## config.mk

```make
export PLATFORM = sky130hd
export DESIGN_NAME = cvs_status_top
export DESIGN_NICKNAME = d
export VERILOG_FILES = /design/src/rtl/cvs_sync.v /design/src/rtl/cvs_crc8.v /design/src/rtl/cvs_status_top.v
export VERILOG_INCLUDE_DIRS = /design/src /design/src/common
export SDC_FILE = /design/constraint.sdc
export NUM_CORES = 1
export LEC_CHECK = 0
export BUFFER_PORTS_ARGS = -buffer_cell sky130_fd_sc_hd__buf_4
export CAP_MARGIN = 10
export CORE_ASPECT_RATIO = 1.75
export CORE_MARGIN = 1
export CORE_UTILIZATION = 53
export CTS_CLUSTER_DIAMETER = 60
export CTS_CLUSTER_SIZE = 40
export DETAILED_ROUTE_END_ITERATION = 10
export PLACE_DENSITY = 0.73
export SYNTH_ARGS = -nofsm -noshare
export SYNTH_HDL_FRONTEND = slang
export SYNTH_SLANG_ARGS = --single-unit
```

## constraint.sdc

```tcl
create_clock -name clock -period 4.4 [get_ports clock]
set_clock_uncertainty 0.05 [all_clocks]
set_input_delay 0.22 -clock clock [delete_from_list [all_inputs] [get_ports clock]]
set_output_delay 0.22 -clock clock [all_outputs]
set_load 0.01 [all_outputs]
```

## src/common/cvs_defines.vh

```
`ifndef CVS_DEFINES_VH
`define CVS_DEFINES_VH

// register addresses carried in the command byte
`define CVS_ADDR_STATUS  6'h00
`define CVS_ADDR_IFMODE  6'h02
`define CVS_ADDR_DATA    6'h04

// command byte fields
`define CVS_CMD_WEN      7
`define CVS_CMD_RW       6

// status byte layout and reset value
`define CVS_STATUS_RST   8'h80
`define CVS_ST_RDY       7
`define CVS_ST_ADCERR    6
`define CVS_ST_CRCERR    5
`define CVS_ST_REGERR    4

// interface mode word layout and reset value
`define CVS_IFMODE_RST   16'h0000
`define CVS_IFM_APPEND   6
`define CVS_IFM_CHECK    5
`define CVS_IFM_CRCEN    2

// clamp values for out-of-range results
`define CVS_CLAMP_HI     24'hffffff
`define CVS_CLAMP_LO     24'h000000

// write check polynomial and frame lengths in bits
`define CVS_CRC_POLY     8'h07
`define CVS_LEN_BYTE     6'h08
`define CVS_LEN_WORD     6'h10
`define CVS_LEN_DATA     6'h18
`define CVS_LEN_DATAST   6'h20

`endif

```

## src/rtl/cvs_sync.v

```verilog
`timescale 1ns/1ns
`default_nettype none
// pin filter: three stage flops and an output flop, a change counts once stages two and three agree
module cvs_sync #(
  parameter RST_VAL = 1'b1
) (
  input  wire clock,   // system clock
  input  wire rst_n,   // async reset, active low
  input  wire pin_i,   // raw pin level
  output reg  level_o  // filtered level
);
  reg s1_r;
  reg s2_r;
  reg s3_r;

  always @(posedge clock or negedge rst_n) begin
    if (!rst_n) begin
      s1_r    <= RST_VAL;
      s2_r    <= RST_VAL;
      s3_r    <= RST_VAL;
      level_o <= RST_VAL;
    end else begin
      s1_r <= pin_i;
      s2_r <= s1_r;
      s3_r <= s2_r;
      if (s2_r == s3_r) begin
        level_o <= s3_r;
      end
    end
  end
endmodule
`default_nettype wire

```

## src/rtl/cvs_crc8.v

```verilog
`timescale 1ns/1ns
`default_nettype none
`include "cvs_defines.vh"
// bit-serial check value, msb first; start_i restarts from zero
module cvs_crc8 (
  input  wire       clock,    // system clock
  input  wire       rst_n,    // async reset, active low
  input  wire       bit_en_i, // one bit arrives this cycle
  input  wire       start_i,  // bit is the first of a frame
  input  wire       bit_i,    // serial bit
  output reg  [7:0] crc_o     // running check value
);
  wire [7:0] base;
  wire       fb;

  assign base = start_i ? 8'h00 : crc_o;
  assign fb   = base[7] ^ bit_i;

  always @(posedge clock or negedge rst_n) begin
    if (!rst_n) begin
      crc_o <= 8'h00;
    end else if (bit_en_i) begin
      crc_o <= {base[6:0], 1'b0} ^ (fb ? `CVS_CRC_POLY : 8'h00);
    end
  end
endmodule
`default_nettype wire

```

## src/rtl/cvs_status_top.v

```verilog
//  Operation
// - status is an 8-bit read-only register at address 0, reset 0x80
// - with append enabled, status byte follows the data word on data reads
// - ready flag drives the output pin while selected and no read runs
// - ready flag clears when a new conversion result is stored
// - in calibration mode, ready clears when the calibration result is stored
// - ready flag sets again when a data register read completes
// - range fault bit 6 reports overrange or underrange of a result
// - overrange stores 0xffffff, underrange stores 0x000000
// - range fault updates only on result writes, clears on next clean result
// - write check fault bit 5 sets on a write with failing check byte
// - any status register read clears the write check fault
// - drift bit 4 sets when register sum leaves its captured reference
// - setting the check enable captures the reference and starts monitoring
// - drift clears only when the check enable is cleared, not on reads
// - bits 3:0 hold the channel of the stored result, 0 to 15
`timescale 1ns/1ns
`default_nettype none
`include "cvs_defines.vh"
module cvs_status_top (
  input  wire        clock,       // 10 MHz system clock
  input  wire        rst_n,       // async reset, active low
  input  wire        sclk_i,      // serial clock pin, idles high
  input  wire        cs_n_i,      // chip select pin, active low
  input  wire        din_i,       // serial data in pin
  output reg         dout_o,      // serial data out / ready pin
  output wire        dout_oe,     // pin drive enable, high while selected
  input  wire        res_wr,      // conversion result strobe
  input  wire [23:0] res_data,    // raw conversion result
  input  wire [3:0]  res_chan,    // channel of the result
  input  wire        res_over,    // result overranged
  input  wire        res_under,   // result underranged
  input  wire        cal_mode,    // converter is calibrating
  input  wire        cal_wr,      // calibration result strobe
  input  wire [15:0] reg_sum,     // running sum over internal registers
  output wire [7:0]  status_o,    // current status byte
  output reg  [23:0] data_o,      // stored result
  output wire        append_en_o, // append status enable
  output wire        check_en_o,  // register check enable
  output wire        crc_en_o     // write check enable
);
  // ----------------------------------------------------------------
  // states
  // ----------------------------------------------------------------
  localparam [5:0] ST_IDLE = 6'h01;
  localparam [5:0] ST_CMD  = 6'h02;
  localparam [5:0] ST_RD   = 6'h04;
  localparam [5:0] ST_WR   = 6'h08;
  localparam [5:0] ST_CRC  = 6'h10;
  localparam [5:0] ST_SKIP = 6'h20;
  localparam [7:0] STATUS_RST_W = `CVS_STATUS_RST;

  // ----------------------------------------------------------------
  // pin filters and edges
  // ----------------------------------------------------------------
  wire sclk_s;
  wire csn_s;
  wire din_s;

  cvs_sync #(.RST_VAL(1'b1)) u_sync_sclk (
    .clock   (clock),
    .rst_n   (rst_n),
    .pin_i   (sclk_i),
    .level_o (sclk_s)
  );
  cvs_sync #(.RST_VAL(1'b1)) u_sync_csn (
    .clock   (clock),
    .rst_n   (rst_n),
    .pin_i   (cs_n_i),
    .level_o (csn_s)
  );
  cvs_sync #(.RST_VAL(1'b0)) u_sync_din (
    .clock   (clock),
    .rst_n   (rst_n),
    .pin_i   (din_i),
    .level_o (din_s)
  );

  reg        sclk_q_r;
  reg  [5:0] st_r;
  reg  [5:0] cnt_r;
  reg  [5:0] len_r;
  reg  [5:0] addr_r;
  reg  [6:0] cmd_sh_r;
  reg  [15:0] rx_sh_r;
  reg  [15:0] wdata_r;
  reg  [31:0] tx_sh_r;
  reg  [15:0] ifmode_r;
  reg  [15:0] ref_r;
  reg        armed_r;
  reg        rdy_r;
  reg        aerr_r;
  reg        crc_err_r;
  reg        drift_r;
  reg  [3:0] chan_r;
  wire [7:0] crc_val;

  wire rise = sclk_s & ~sclk_q_r;
  wire fall = ~sclk_s & sclk_q_r;

  assign dout_oe     = ~csn_s;
  assign append_en_o = ifmode_r[`CVS_IFM_APPEND];
  assign check_en_o  = ifmode_r[`CVS_IFM_CHECK];
  assign crc_en_o    = ifmode_r[`CVS_IFM_CRCEN];
  assign status_o    = {rdy_r, aerr_r, crc_err_r, drift_r, chan_r};

  // ----------------------------------------------------------------
  // frame decode
  // ----------------------------------------------------------------
  wire [7:0]  cmd_b    = {cmd_sh_r, din_s};
  wire [15:0] wr_b     = {rx_sh_r[14:0], din_s};
  wire [7:0]  crc_b    = {rx_sh_r[6:0], din_s};
  wire        cmd_done = (st_r == ST_CMD) & rise & (cnt_r == 6'h07);
  wire        cmd_ok   = cmd_done & ~cmd_b[`CVS_CMD_WEN];
  wire        rd_start = cmd_ok & cmd_b[`CVS_CMD_RW];
  wire        snap     = rd_start & (cmd_b[5:0] == `CVS_ADDR_STATUS);
  wire        rd_done  = (st_r == ST_RD) & rise & (cnt_r == len_r - 6'h01);
  wire        data_done = rd_done & (addr_r == `CVS_ADDR_DATA);
  wire        wr_end   = (st_r == ST_WR) & rise & (cnt_r == `CVS_LEN_WORD - 6'h01);
  wire        crc_end  = (st_r == ST_CRC) & rise & (cnt_r == `CVS_LEN_BYTE - 6'h01);
  wire        crc_ok   = (crc_b == crc_val);
  wire        apply    = (wr_end & ~crc_en_o) | (crc_end & crc_ok);
  wire        crc_fail = crc_end & ~crc_ok;
  wire [15:0] apply_w  = crc_end ? wdata_r : wr_b;
  wire        new_res  = cal_mode ? cal_wr : res_wr;
  wire        crc_bit  = rise & ((st_r == ST_CMD) | (st_r == ST_WR));

  // read length in bits for the addressed register
  function [5:0] rd_len;
    input [5:0] a;
    input       app;
    begin
      if (a == `CVS_ADDR_DATA) begin
        rd_len = app ? `CVS_LEN_DATAST : `CVS_LEN_DATA;
      end else if (a == `CVS_ADDR_IFMODE) begin
        rd_len = `CVS_LEN_WORD;
      end else begin
        rd_len = `CVS_LEN_BYTE;
      end
    end
  endfunction

  cvs_crc8 u_crc (
    .clock    (clock),
    .rst_n    (rst_n),
    .bit_en_i (crc_bit),
    .start_i  ((st_r == ST_CMD) & (cnt_r == 6'h00)),
    .bit_i    (din_s),
    .crc_o    (crc_val)
  );

  // ----------------------------------------------------------------
  // status flags and result store
  // ----------------------------------------------------------------
  always @(posedge clock or negedge rst_n) begin
    if (!rst_n) begin
      rdy_r     <= STATUS_RST_W[`CVS_ST_RDY];
      aerr_r    <= 1'b0;
      crc_err_r <= 1'b0;
      drift_r   <= 1'b0;
      chan_r    <= 4'h0;
      data_o    <= 24'h000000;
      ifmode_r  <= `CVS_IFMODE_RST;
      ref_r     <= 16'h0000;
      armed_r   <= 1'b0;
    end else begin
      if (res_wr && !cal_mode) begin
        aerr_r <= res_over | res_under;
        chan_r <= res_chan;
        if (res_over) begin
          data_o <= `CVS_CLAMP_HI;
        end else if (res_under) begin
          data_o <= `CVS_CLAMP_LO;
        end else begin
          data_o <= res_data;
        end
      end
      // a new result wins over the read that would set the flag
      if (new_res) begin
        rdy_r <= 1'b0;
      end else if (data_done) begin
        rdy_r <= 1'b1;
      end
      if (crc_fail) begin
        crc_err_r <= 1'b1;
      end else if (snap) begin
        crc_err_r <= 1'b0;
      end
      if (apply) begin
        ifmode_r <= apply_w;
        if (apply_w[`CVS_IFM_CHECK] && !ifmode_r[`CVS_IFM_CHECK]) begin
          ref_r   <= reg_sum;
          armed_r <= 1'b1;
        end else if (!apply_w[`CVS_IFM_CHECK]) begin
          armed_r <= 1'b0;
        end
      end
      if (!ifmode_r[`CVS_IFM_CHECK]) begin
        drift_r <= 1'b0;
      end else if (armed_r && (reg_sum != ref_r)) begin
        drift_r <= 1'b1;
      end
    end
  end

  // ----------------------------------------------------------------
  // serial frame engine
  // ----------------------------------------------------------------
  always @(posedge clock or negedge rst_n) begin
    if (!rst_n) begin
      sclk_q_r <= 1'b1;
      st_r     <= ST_IDLE;
      cnt_r    <= 6'h00;
      len_r    <= `CVS_LEN_BYTE;
      addr_r   <= 6'h00;
      cmd_sh_r <= 7'h00;
      rx_sh_r  <= 16'h0000;
      wdata_r  <= 16'h0000;
      tx_sh_r  <= 32'h00000000;
      dout_o   <= 1'b1;
    end else begin
      sclk_q_r <= sclk_s;
      if (st_r != ST_RD) begin
        dout_o <= rdy_r;
      end
      if (csn_s) begin
        st_r  <= ST_IDLE;
        cnt_r <= 6'h00;
      end else begin
        case (st_r)
          ST_IDLE: begin
            st_r  <= ST_CMD;
            cnt_r <= 6'h00;
          end
          ST_CMD: begin
            if (rise) begin
              cmd_sh_r <= cmd_b[6:0];
              cnt_r    <= cnt_r + 6'h01;
              if (cmd_done) begin
                cnt_r  <= 6'h00;
                addr_r <= cmd_b[5:0];
                if (cmd_b[`CVS_CMD_WEN]) begin
                  st_r <= ST_CMD;
                end else if (rd_start) begin
                  st_r  <= ST_RD;
                  len_r <= rd_len(cmd_b[5:0], append_en_o);
                  case (cmd_b[5:0])
                    `CVS_ADDR_STATUS: tx_sh_r <= {status_o, 24'h000000};
                    `CVS_ADDR_DATA:   tx_sh_r <= {data_o, status_o};
                    `CVS_ADDR_IFMODE: tx_sh_r <= {ifmode_r, 16'h0000};
                    default:          tx_sh_r <= 32'h00000000;
                  endcase
                end else if (cmd_b[5:0] == `CVS_ADDR_IFMODE) begin
                  st_r <= ST_WR;
                end else begin
                  st_r <= ST_SKIP;
                end
              end
            end
          end
          ST_RD: begin
            if (fall) begin
              dout_o  <= tx_sh_r[31];
              tx_sh_r <= {tx_sh_r[30:0], 1'b0};
            end
            if (rise) begin
              cnt_r <= cnt_r + 6'h01;
              if (rd_done) begin
                cnt_r <= 6'h00;
                st_r  <= ST_CMD;
              end
            end
          end
          ST_WR: begin
            if (rise) begin
              rx_sh_r <= wr_b;
              cnt_r   <= cnt_r + 6'h01;
              if (wr_end) begin
                cnt_r   <= 6'h00;
                wdata_r <= wr_b;
                st_r    <= crc_en_o ? ST_CRC : ST_CMD;
              end
            end
          end
          ST_CRC: begin
            if (rise) begin
              rx_sh_r <= wr_b;
              cnt_r   <= cnt_r + 6'h01;
              if (crc_end) begin
                cnt_r <= 6'h00;
                st_r  <= ST_CMD;
              end
            end
          end
          ST_SKIP: begin
            st_r <= ST_SKIP;
          end
          default: begin
            st_r <= ST_IDLE;
          end
        endcase
      end
    end
  end
endmodule
`default_nettype wire

```

==> flow_summary.yaml, run 1 <==
worst_hold_path:
  hold_start: "res_under"
  hold_depth: 3
  whs_endpoint: "aerr_r"
  hold_class: "input pin to flip-flop"
power_and_ir_drop:
  p_per_area_mw_per_mm2: 406
  p_comb_frac: 0.143
  p_clk_frac: 0.386
  irDropWorstVdd_v: 0.000247
  seqPwrFrac: 0.472
  power.leakage_nw: 4.53
  swShare: 0.276
  p_sw_mw: 1.10
  power_report.internal_total_mw: 2.87
place:
  hpwl_mm: 12.9
  gp_congestion: 0.876
  io_buffers: 90
  place_inst: 997
  post-place-ws_ps: 1400
routing:
  ant_nets: 0
  drt_pass1_iterations: 5
  wire_per_inst_um: 17.5
  drc_errors: 0
  via_per_inst: 5.80
  wirelength_mm: 18.4
  drt-initial-drc-count: 403
  dr_total_vias: 6119
floorplanning:
  core_sq_mm: 0.0150
  rows: 59
  fp.dieW_um: 95.8
  pin_count: 91
  die-area_sq_mm: 0.0159
  start_util: 0.545
  fp.dieH_um: 166
clocking:
  ctsResizeCount: 0
  cts_buffer_depth: 2
  numCtsBuffers: 17
  path_clk_slew_ps: 70
  cts_root_buffer: "clkbuf_16"
  htree_levels: 4
  cts_tree: "yes"
  cts_sinks: 178
  clk_latency_ps: 430
sta:
  maxSlewViolCount: 0
  rsz0062_at_grt: "false"
  fmax_mhz: 332
  maxSlewHeadroom: 0.339
  worst_pin_slew_ps: 986
  fin_crit_sh: 0.684
  setup_viol: 0
  period_needed_ps: 3010
  fin_ws_ps: 1390
  final-hold-violation-count: 0
  final.setup.tns_ps: 0
job:
  max_cap_viol_count: 0
setup_path:
  crit_type: "flip-flop to flip-flop"
  end_kind: "flip-flop"
  crit_path_max_fanout: 18
  critPathMaxStageDelay_ps: 760
  start_kind: "flip-flop"
  critPathRequiredTime_ps: 4660
  r2r-start: "st_r[1]"
  reg2reg_slack_ps: 1390
  reg2reg_depth: 7
  crit_slowest_cell: "a211oi_4"
  path_cells: "or2_4 -> nor4b_4 -> and2_1 -> buf_4 -> a32oi_2 -> a211oi_4 -> mux2_2"
  cp.arrival_ps: 3270
  r2r-end: "ref_r[3]"
global_routing:
  track_usage: 0.249
  antenna_found_initial: 0
  grt_overflow: 0
  grt_max_degree: 96
  grt_pass1_wl_mm: 30.6
  grt_pass1_vias: 6308
synthesis:
  synth_area_sq_mm: 0.00817
  synth_ff_type: "dfrtp_1"
  yosysUniqueCellTypes: 63
  syn_avg_cell_area_sq_um: 10.6
  synth-edff-count: 0
  async_reset_ff_frac: 1.00
  syn_nets: 825
  synth_seq_cells: 178
  yosys_warnings: 0
  yosysSeqAreaShare: 0.547
  netlist_instances: 768
outcome:
  status: "completed"
final_layout:
  instances_no_fill: 1055
  post-route-util: 0.653
  final_nets: 916
  fill_cells: 1153
  layout_commonest_cell: "dfrtp_1"
  syn_to_final_growth_pct: 19.8
  drive_gt1_frac: 0.244
  antenna_cells: 0
  final_cell_mix: "165 x dfrtp_1, 128 x nand2_1, 96 x buf_4, 90 x o21ai_0, 55 x mux2_2"
per-layer routing:
layer | global-route usage | routed length, um
met2 | 0.443 | 9980
met4 | 0.114 | 612
met1 | 0.279 | 7100
met3 | 0.0467 | 741
met5 | 0 | 0
flip-flops by register name (all words and copies together), names as in the netlist, 4 cells and up:
| name | cells |
|---|---|
| tx_sh_r | 32 |
| addr_r | 6 |
| cnt_r | 6 |
| u_crc.crc_o | 8 |
| data_o | 24 |
| rx_sh_r | 15 |
| chan_r | 4 |
| ref_r | 16 |
| ifmode_r | 16 |
| wdata_r | 16 |
| st_r | 6 |
| cmd_sh_r | 7 |
worst max path at each step:
stage             start        end  slack [ps]  cells past startpoint
4_1_cts         st_r[1]   ref_r[3]        1400                      7
3_5_place_dp    st_r[1]   ref_r[3]        1400                      7
2_1_floorplan   st_r[2]  ref_r[10]        1970                      7
6_report        st_r[1]   ref_r[3]        1390                      7
5_1_grt        cnt_r[0]   ref_r[3]        1220                      8
3_3_place_gp   cnt_r[0]   ref_r[1]        1530                      8
power groups by stage:
| stage | logic [mW] | clock network (mW) | registers (mW) |
|---|---|---|---|
| detailed placement | 0.549 | 0 | 1.90 |
| global placement | 0.529 | 0 | 1.89 |
| finish | 0.567 | 1.53 | 1.87 |
| global route | 0.638 | 1.62 | 1.89 |
| floorplan | 0.340 | 0 | 1.87 |
| CTS | 0.571 | 1.56 | 1.87 |
area by class of cell:
class,count,area [sq um],share of cell area
Tap cell,183,229,0.0234
Inverter,13,48.8,0.00499
Multi-Input combinational cell,525,3430,0.350
Clock buffer,19,453,0.0463
Clock inverter,13,148,0.0151
Sequential cell,178,4470,0.457
Timing Repair Buffer,124,1010,0.103
stage by stage:
| stage | total power, mW | area, sq um | hold slack (ps) |
|---|---|---|---|
| after CTS | 4.00 | 9790 | 8.87 |
| after floorplan | 2.21 | 8170 | -126 |
| after detailed placement | 2.45 | 8930 | 280 |
| final | 3.97 | 9790 | 15.3 |
| after global placement | 2.42 | 8930 | 280 |
| after global routing | 4.15 | 9790 | 7.16 |
critical path, delay by kind of cell (launching register included):
kind	cells	cell delay, ps
buffers and inverters	1	230
muxes	1	420
DFF	1	460
and+or+nand+nor	3	850
AOI/OAI and AO/OA	2	870
repair_timing:
item                      in CTS  in global routing
buffers inserted               0                  0
hold buffers                  26                  0
hold endpoints to repair     106                  0
kinds of logic after synthesis:
kind of cell,Yosys count,synth area share
fa+ha+maj,6,0.00827
xor+xnor,35,0.0392
mux,78,0.106
compound gates,192,0.143
buf+inv,65,0.0349
simple gates,214,0.122
flops,178,0.547
synthesized netlist by cell type, types with 11 or more instances:
master,count,area share
a21oi_1,33,0.020
a22oi_1,15,0.014
a31oi_1,17,0.013
clkbuf_1,32,0.015
dfrtp_1,165,0.51
dfstp_2,13,0.042
inv_1,13,0.0060
mux2_2,55,0.076
mux2i_1,13,0.016
nand2_1,128,0.059
nand3_1,11,0.0067
nor2_1,27,0.012
o21ai_0,90,0.055
xor2_1,33,0.035
No activity file was read; power rests on OpenSTA's default activity.
==> inputs of run 2 (changes only) <==
--- a/config.mk
+++ b/config.mk
@@ -14,7 +14,7 @@
 export CTS_CLUSTER_DIAMETER = 60
 export CTS_CLUSTER_SIZE = 40
 export DETAILED_ROUTE_END_ITERATION = 10
-export PLACE_DENSITY = 0.73
+export PLACE_DENSITY = 0.76
 export SYNTH_ARGS = -nofsm -noshare
 export SYNTH_HDL_FRONTEND = slang
 export SYNTH_SLANG_ARGS = --single-unit
==> constraint.sdc (replaced) <==
create_clock -name clock -period 2.65 [get_ports clock]
set_clock_uncertainty 0.05 [all_clocks]
set_input_delay 0.1325 -clock clock [delete_from_list [all_inputs] [get_ports clock]]
set_output_delay 0.1325 -clock clock [all_outputs]
set_load 0.01 [all_outputs]
==> flow_summary.yaml, run 2 (same netlist as run 1, synthesis figures left out) <==
global_routing:
  grt_pass1_wl_mm: 31.4
  grt_overflow: 0
  grt_pass1_vias: 6375
  grt_max_degree: 75
  track_usage: 0.256
  antenna_found_initial: 0
sta:
  period_needed_ps: 2510
  fmax_mhz: 398
  final.setup.tns_ps: 0
  maxSlewHeadroom: 0.369
  maxSlewViolCount: 0
  holdWs_ps: 24.8
  fin_crit_sh: 0.948
  final-hold-violation-count: 0
  rsz0062_at_grt: "false"
  setup_viol: 0
  worst_pin_slew_ps: 941
  fin_ws_ps: 138
power_and_ir_drop:
  swShare: 0.286
  p_clk_frac: 0.389
  power_report.internal_total_mw: 4.86
  power_mw: 6.81
  p_comb_frac: 0.158
  power.leakage_nw: 4.76
  p_sw_mw: 1.95
  irDropWorstVdd_v: 0.000474
  seqPwrFrac: 0.454
  p_per_area_mw_per_mm2: 663
routing:
  ant_nets: 0
  drc_errors: 0
  wirelength_mm: 19.2
  dr_total_vias: 6301
  drt_pass1_iterations: 5
  drt-initial-drc-count: 383
  via_per_inst: 5.73
  wire_per_inst_um: 17.5
floorplanning:
  die-area_sq_mm: 0.0159
  rows: 59
  fp.dieW_um: 95.8
  core_sq_mm: 0.0150
  fp.dieH_um: 166
  pin_count: 91
  start_util: 0.545
job:
  max_cap_viol_count: 0
final_layout:
  syn_to_final_growth_pct: 25.6
  largest_register: "tx_sh_r"
  fin_area_sq_mm: 0.0103
  layout_commonest_cell: "dfrtp_1"
  drive_gt1_frac: 0.256
  largest_reg_flops: 32
  antenna_cells: 0
  final_nets: 961
  top_regs: "tx_sh_r x32, data_o x24"
  post-route-util: 0.685
  final_cell_mix: "165 x dfrtp_1, 128 x nand2_1, 113 x buf_4, 90 x o21ai_0, 55 x mux2_2"
  instances_no_fill: 1100
clocking:
  cts_tree: "yes"
  cts_buffer_depth: 2
  ctsResizeCount: 0
  clk_latency_ps: 430
  numCtsBuffers: 17
  cts_sinks: 178
  cts_root_buffer: "clkbuf_16"
  htree_levels: 4
  path_clk_slew_ps: 70
setup_path:
  end_kind: "flip-flop"
  path_cells: "ha_1 -> and4b_1 -> and2_1 -> and2_1 -> a32oi_2 -> a211oi_4 -> buf_12 -> mux2_2"
  crit_family: "simple AND/OR/NAND/NOR gates"
  cpMostUsedCell: "and2_1"
  crit_type: "flip-flop to flip-flop"
  critPathMaxStageDelay_ps: 440
  reg2reg_depth: 8
  crit_slowest_cell: "dfrtp_1"
  critPathRequiredTime_ps: 2910
  start_kind: "flip-flop"
  cp.arrival_ps: 2770
  crit_path_max_fanout: 16
  path_depth: 8
  crit_buf_inv: 1
worst_hold_path:
  hold_class: "input pin to flip-flop"
  hold_depth: 3
place:
  hpwl_mm: 13.3
  place_area_sq_mm: 0.00910
  io_buffers: 90
  place_inst: 1013
  gp_congestion: 0.943
  post-place-ws_ps: 172
outcome:
  status: "completed"
==> run 2: power by group through the flow <==
stage / Combinational, mW / Clock [mW] / Sequential (mW)
finish: 1.07 / 2.64 / 3.09
global route: 1.19 / 2.80 / 3.11
CTS: 1.06 / 2.68 / 3.08
detailed placement: 0.993 / 0 / 3.13
global placement: 0.958 / 0 / 3.13
floorplan: 0.565 / 0 / 3.10
==> run 2: routing by layer <==
metal	track usage	share of wire	up-vias
li1	-	-	2963
met1	0.299	0.38	3083
met2	0.448	0.54	205
met3	0.0440	0.044	50
met4	0.115	0.034	0
met5	0	0	-
==> run 2: worst paths after layout <==
kind,startpoint,endpoint,slack (ps)
min in group asynchronous,rst_n,data_o[6],230
min,res_data[21],data_o[21],20
max in group asynchronous,rst_n,ref_r[9],1540
max,cnt_r[0],ref_r[2],140
min reg2reg,u_sync_csn.s1_r,u_sync_csn.s2_r,300
max reg2reg,cnt_r[0],ref_r[2],140
==> run 2: cell type report <==
type                            count  area [sq um]
Tap cell                          183           229
Multi-Input combinational cell    525          3430
Clock buffer                       18           439
Inverter                           13          48.8
Timing Repair Buffer              169          1460
Fill cell                        1073          4730
Sequential cell                   178          4470
Clock inverter                     14           186
==> run 2: timing repair <==
action / CTS / global route
buffers inserted: 0 / 5
hold buffers: 50 / 0
endpoints found under the hold margin: 116 / 0
setup endpoints to repair: 0 / 2
==> run 2: worst min-delay path, stage by stage <==
cell     delay [ps]
buf_4            80
a21oi_1          60
o21ai_0         180
==> inputs of run 3 (changes only) <==
--- a/config.mk
+++ b/config.mk
@@ -15,6 +15,7 @@
 export CTS_CLUSTER_SIZE = 40
 export DETAILED_ROUTE_END_ITERATION = 10
 export PLACE_DENSITY = 0.76
+export REMOVE_ABC_BUFFERS = 1
 export SYNTH_ARGS = -nofsm -noshare
 export SYNTH_HDL_FRONTEND = slang
 export SYNTH_SLANG_ARGS = --single-unit
==> flow_summary.yaml, run 3 (same netlist as run 1, synthesis figures left out) <==
sta:
  maxSlewViolCount: 0
  period_needed_ps: 2520
  maxSlewHeadroom: 0.388
  fmax_mhz: 397
  final-hold-violation-count: 0
  rsz0062_at_grt: "false"
  fin_crit_sh: 0.950
  worst_pin_slew_ps: 912
  setup_viol: 0
power_and_ir_drop:
  p_per_area_mw_per_mm2: 644
  irDropWorstVdd_v: 0.000404
  power.leakage_nw: 4.71
clocking:
  clk_latency_ps: 430
  cts_sinks: 178
  cts_setup_buffers: 0
  numCtsBuffers: 17
  path_clk_slew_ps: 70
  cts_root_buffer: "clkbuf_16"
  cts_buffer_depth: 2
  htree_levels: 4
  cts_tree: "yes"
global_routing:
  grt_overflow: 0
  grt_max_degree: 63
  track_usage: 0.258
  grt_pass1_vias: 6586
  grt_pass1_wl_mm: 31.7
  antenna_found_initial: 0
final_layout:
  syn_to_final_growth_pct: 24.5
  final_nets: 958
  multi_input_area_sq_mm: 0.00343
  largest_reg_flops: 32
  top_regs: "tx_sh_r x32, data_o x24"
  largest_register: "tx_sh_r"
  drive_gt1_frac: 0.251
  post-route-util: 0.678
  final_cell_mix: "165 x dfrtp_1, 128 x nand2_1, 109 x buf_4, 89 x o21ai_0, 55 x mux2_2"
  regArea_sq_mm: 0.00447
  layout_commonest_cell: "dfrtp_1"
  antenna_cells: 0
  instances_no_fill: 1095
  fill_cells: 1097
place:
  place_inst: 1014
  hpwl_mm: 13.1
  io_buffers: 90
  gp_congestion: 0.943
setup_path:
  crit_path_max_fanout: 16
  critPathMaxStageDelay_ps: 600
  cp.arrival_ps: 2780
  reg2reg_depth: 6
  crit_buf_inv: 1
  crit_slowest_cell: "or4b_4"
  end_kind: "flip-flop"
  start_kind: "flip-flop"
  path_cells: "or4b_4 -> nor3_2 -> nand2_1 -> a211oi_4 -> buf_12 -> mux2_2"
  crit_family: "simple AND/OR/NAND/NOR gates"
  critPathRequiredTime_ps: 2910
  crit_type: "flip-flop to flip-flop"
  path_depth: 6
routing:
  via_per_inst: 5.79
  drt_pass1_iterations: 4
  drc_errors: 0
  drt-initial-drc-count: 355
  ant_nets: 0
  wirelength_mm: 19.3
  wire_per_inst_um: 17.7
  dr_total_vias: 6340
floorplanning:
  die-area_sq_mm: 0.0159
  fp.dieH_um: 166
  fp.dieW_um: 95.8
  core_sq_mm: 0.0150
  rows: 59
  pin_count: 91
  start_util: 0.545
job:
  max_cap_viol_count: 0
worst_hold_path:
  hold_class: "input pin to flip-flop"
  hold_depth: 3
outcome:
  status: "completed"
-- run 3: path summary, 6_finish.rpt --
check                                          end             from  slack [ps]
worst max-delay path                      ref_r[4]          st_r[2]         130
worst min-delay path                        aerr_r         res_over          70
worst max register to register            ref_r[4]          st_r[2]         130
worst min register to register     u_sync_din.s2_r  u_sync_din.s1_r         310
max in group asynchronous       u_sync_csn.level_o            rst_n        1550
min in group asynchronous               wdata_r[8]            rst_n         200
-- run 3: worst reg2reg max path, cell delays in order (launching register included) --
cell and delay (ps):
dfrtp_1 480, or4b_4 600, nor3_2 240, nand2_1 180
a211oi_4 310, buf_12 190, mux2_2 350
-- run 3: final cells by class --
cell class	count	area share
clock inverters	13	0.0123
multi-input cells	525	0.337
repair buffers	166	0.142
flip-flops and latches	178	0.440
inverters	13	0.00480
well taps	183	0.0225
clock buffers	17	0.0419
-- run 3: power breakdown --
group | internal [mW] | switching [mW] | total (mW) | leakage (nW)
logic | 0.485 | 0.592 | 1.08 | 2.08
clock network | 1.30 | 1.09 | 2.38 | 0.261
registers | 2.91 | 0.181 | 3.09 | 2.37
total | 4.69 | 1.86 | 6.55 | 4.71
-- run 3: per-stage QoR --
step | setup TNS [ps] | worst slack, ps | cell area, sq um | hold WS [ps] | total power [mW]
2_1_floorplan | -8130 | -248 | 7930 | -213 | 3.63
3_3_place_gp | 0 | 221 | 9100 | 105 | 4.08
3_5_place_dp | 0 | 183 | 9100 | 119 | 4.14
4_1_cts | 0 | 154 | 10200 | 73.5 | 6.57
5_1_grt | 0 | 23.4 | 10200 | 78.6 | 6.83
6_report | 0 | 132 | 10200 | 74.9 | 6.55
-- run 3: timing repair --
action,4_1_cts,5_1_grt
endpoints found under the setup margin,0,1
endpoints found under the hold margin,107,0
hold buffers,51,0
resized for setup,0,1
-- run 3: routing by layer --
| metal | vias up | GRT usage | part of all wire |
|---|---|---|---|
| met1 | 3137 | 0.289 | 0.38 |
| met3 | 45 | 0.0444 | 0.040 |
| met5 | - | 0 | 0 |
| met4 | 0 | 0.108 | 0.027 |
| li1 | 2956 | - | - |
| met2 | 202 | 0.468 | 0.55 |
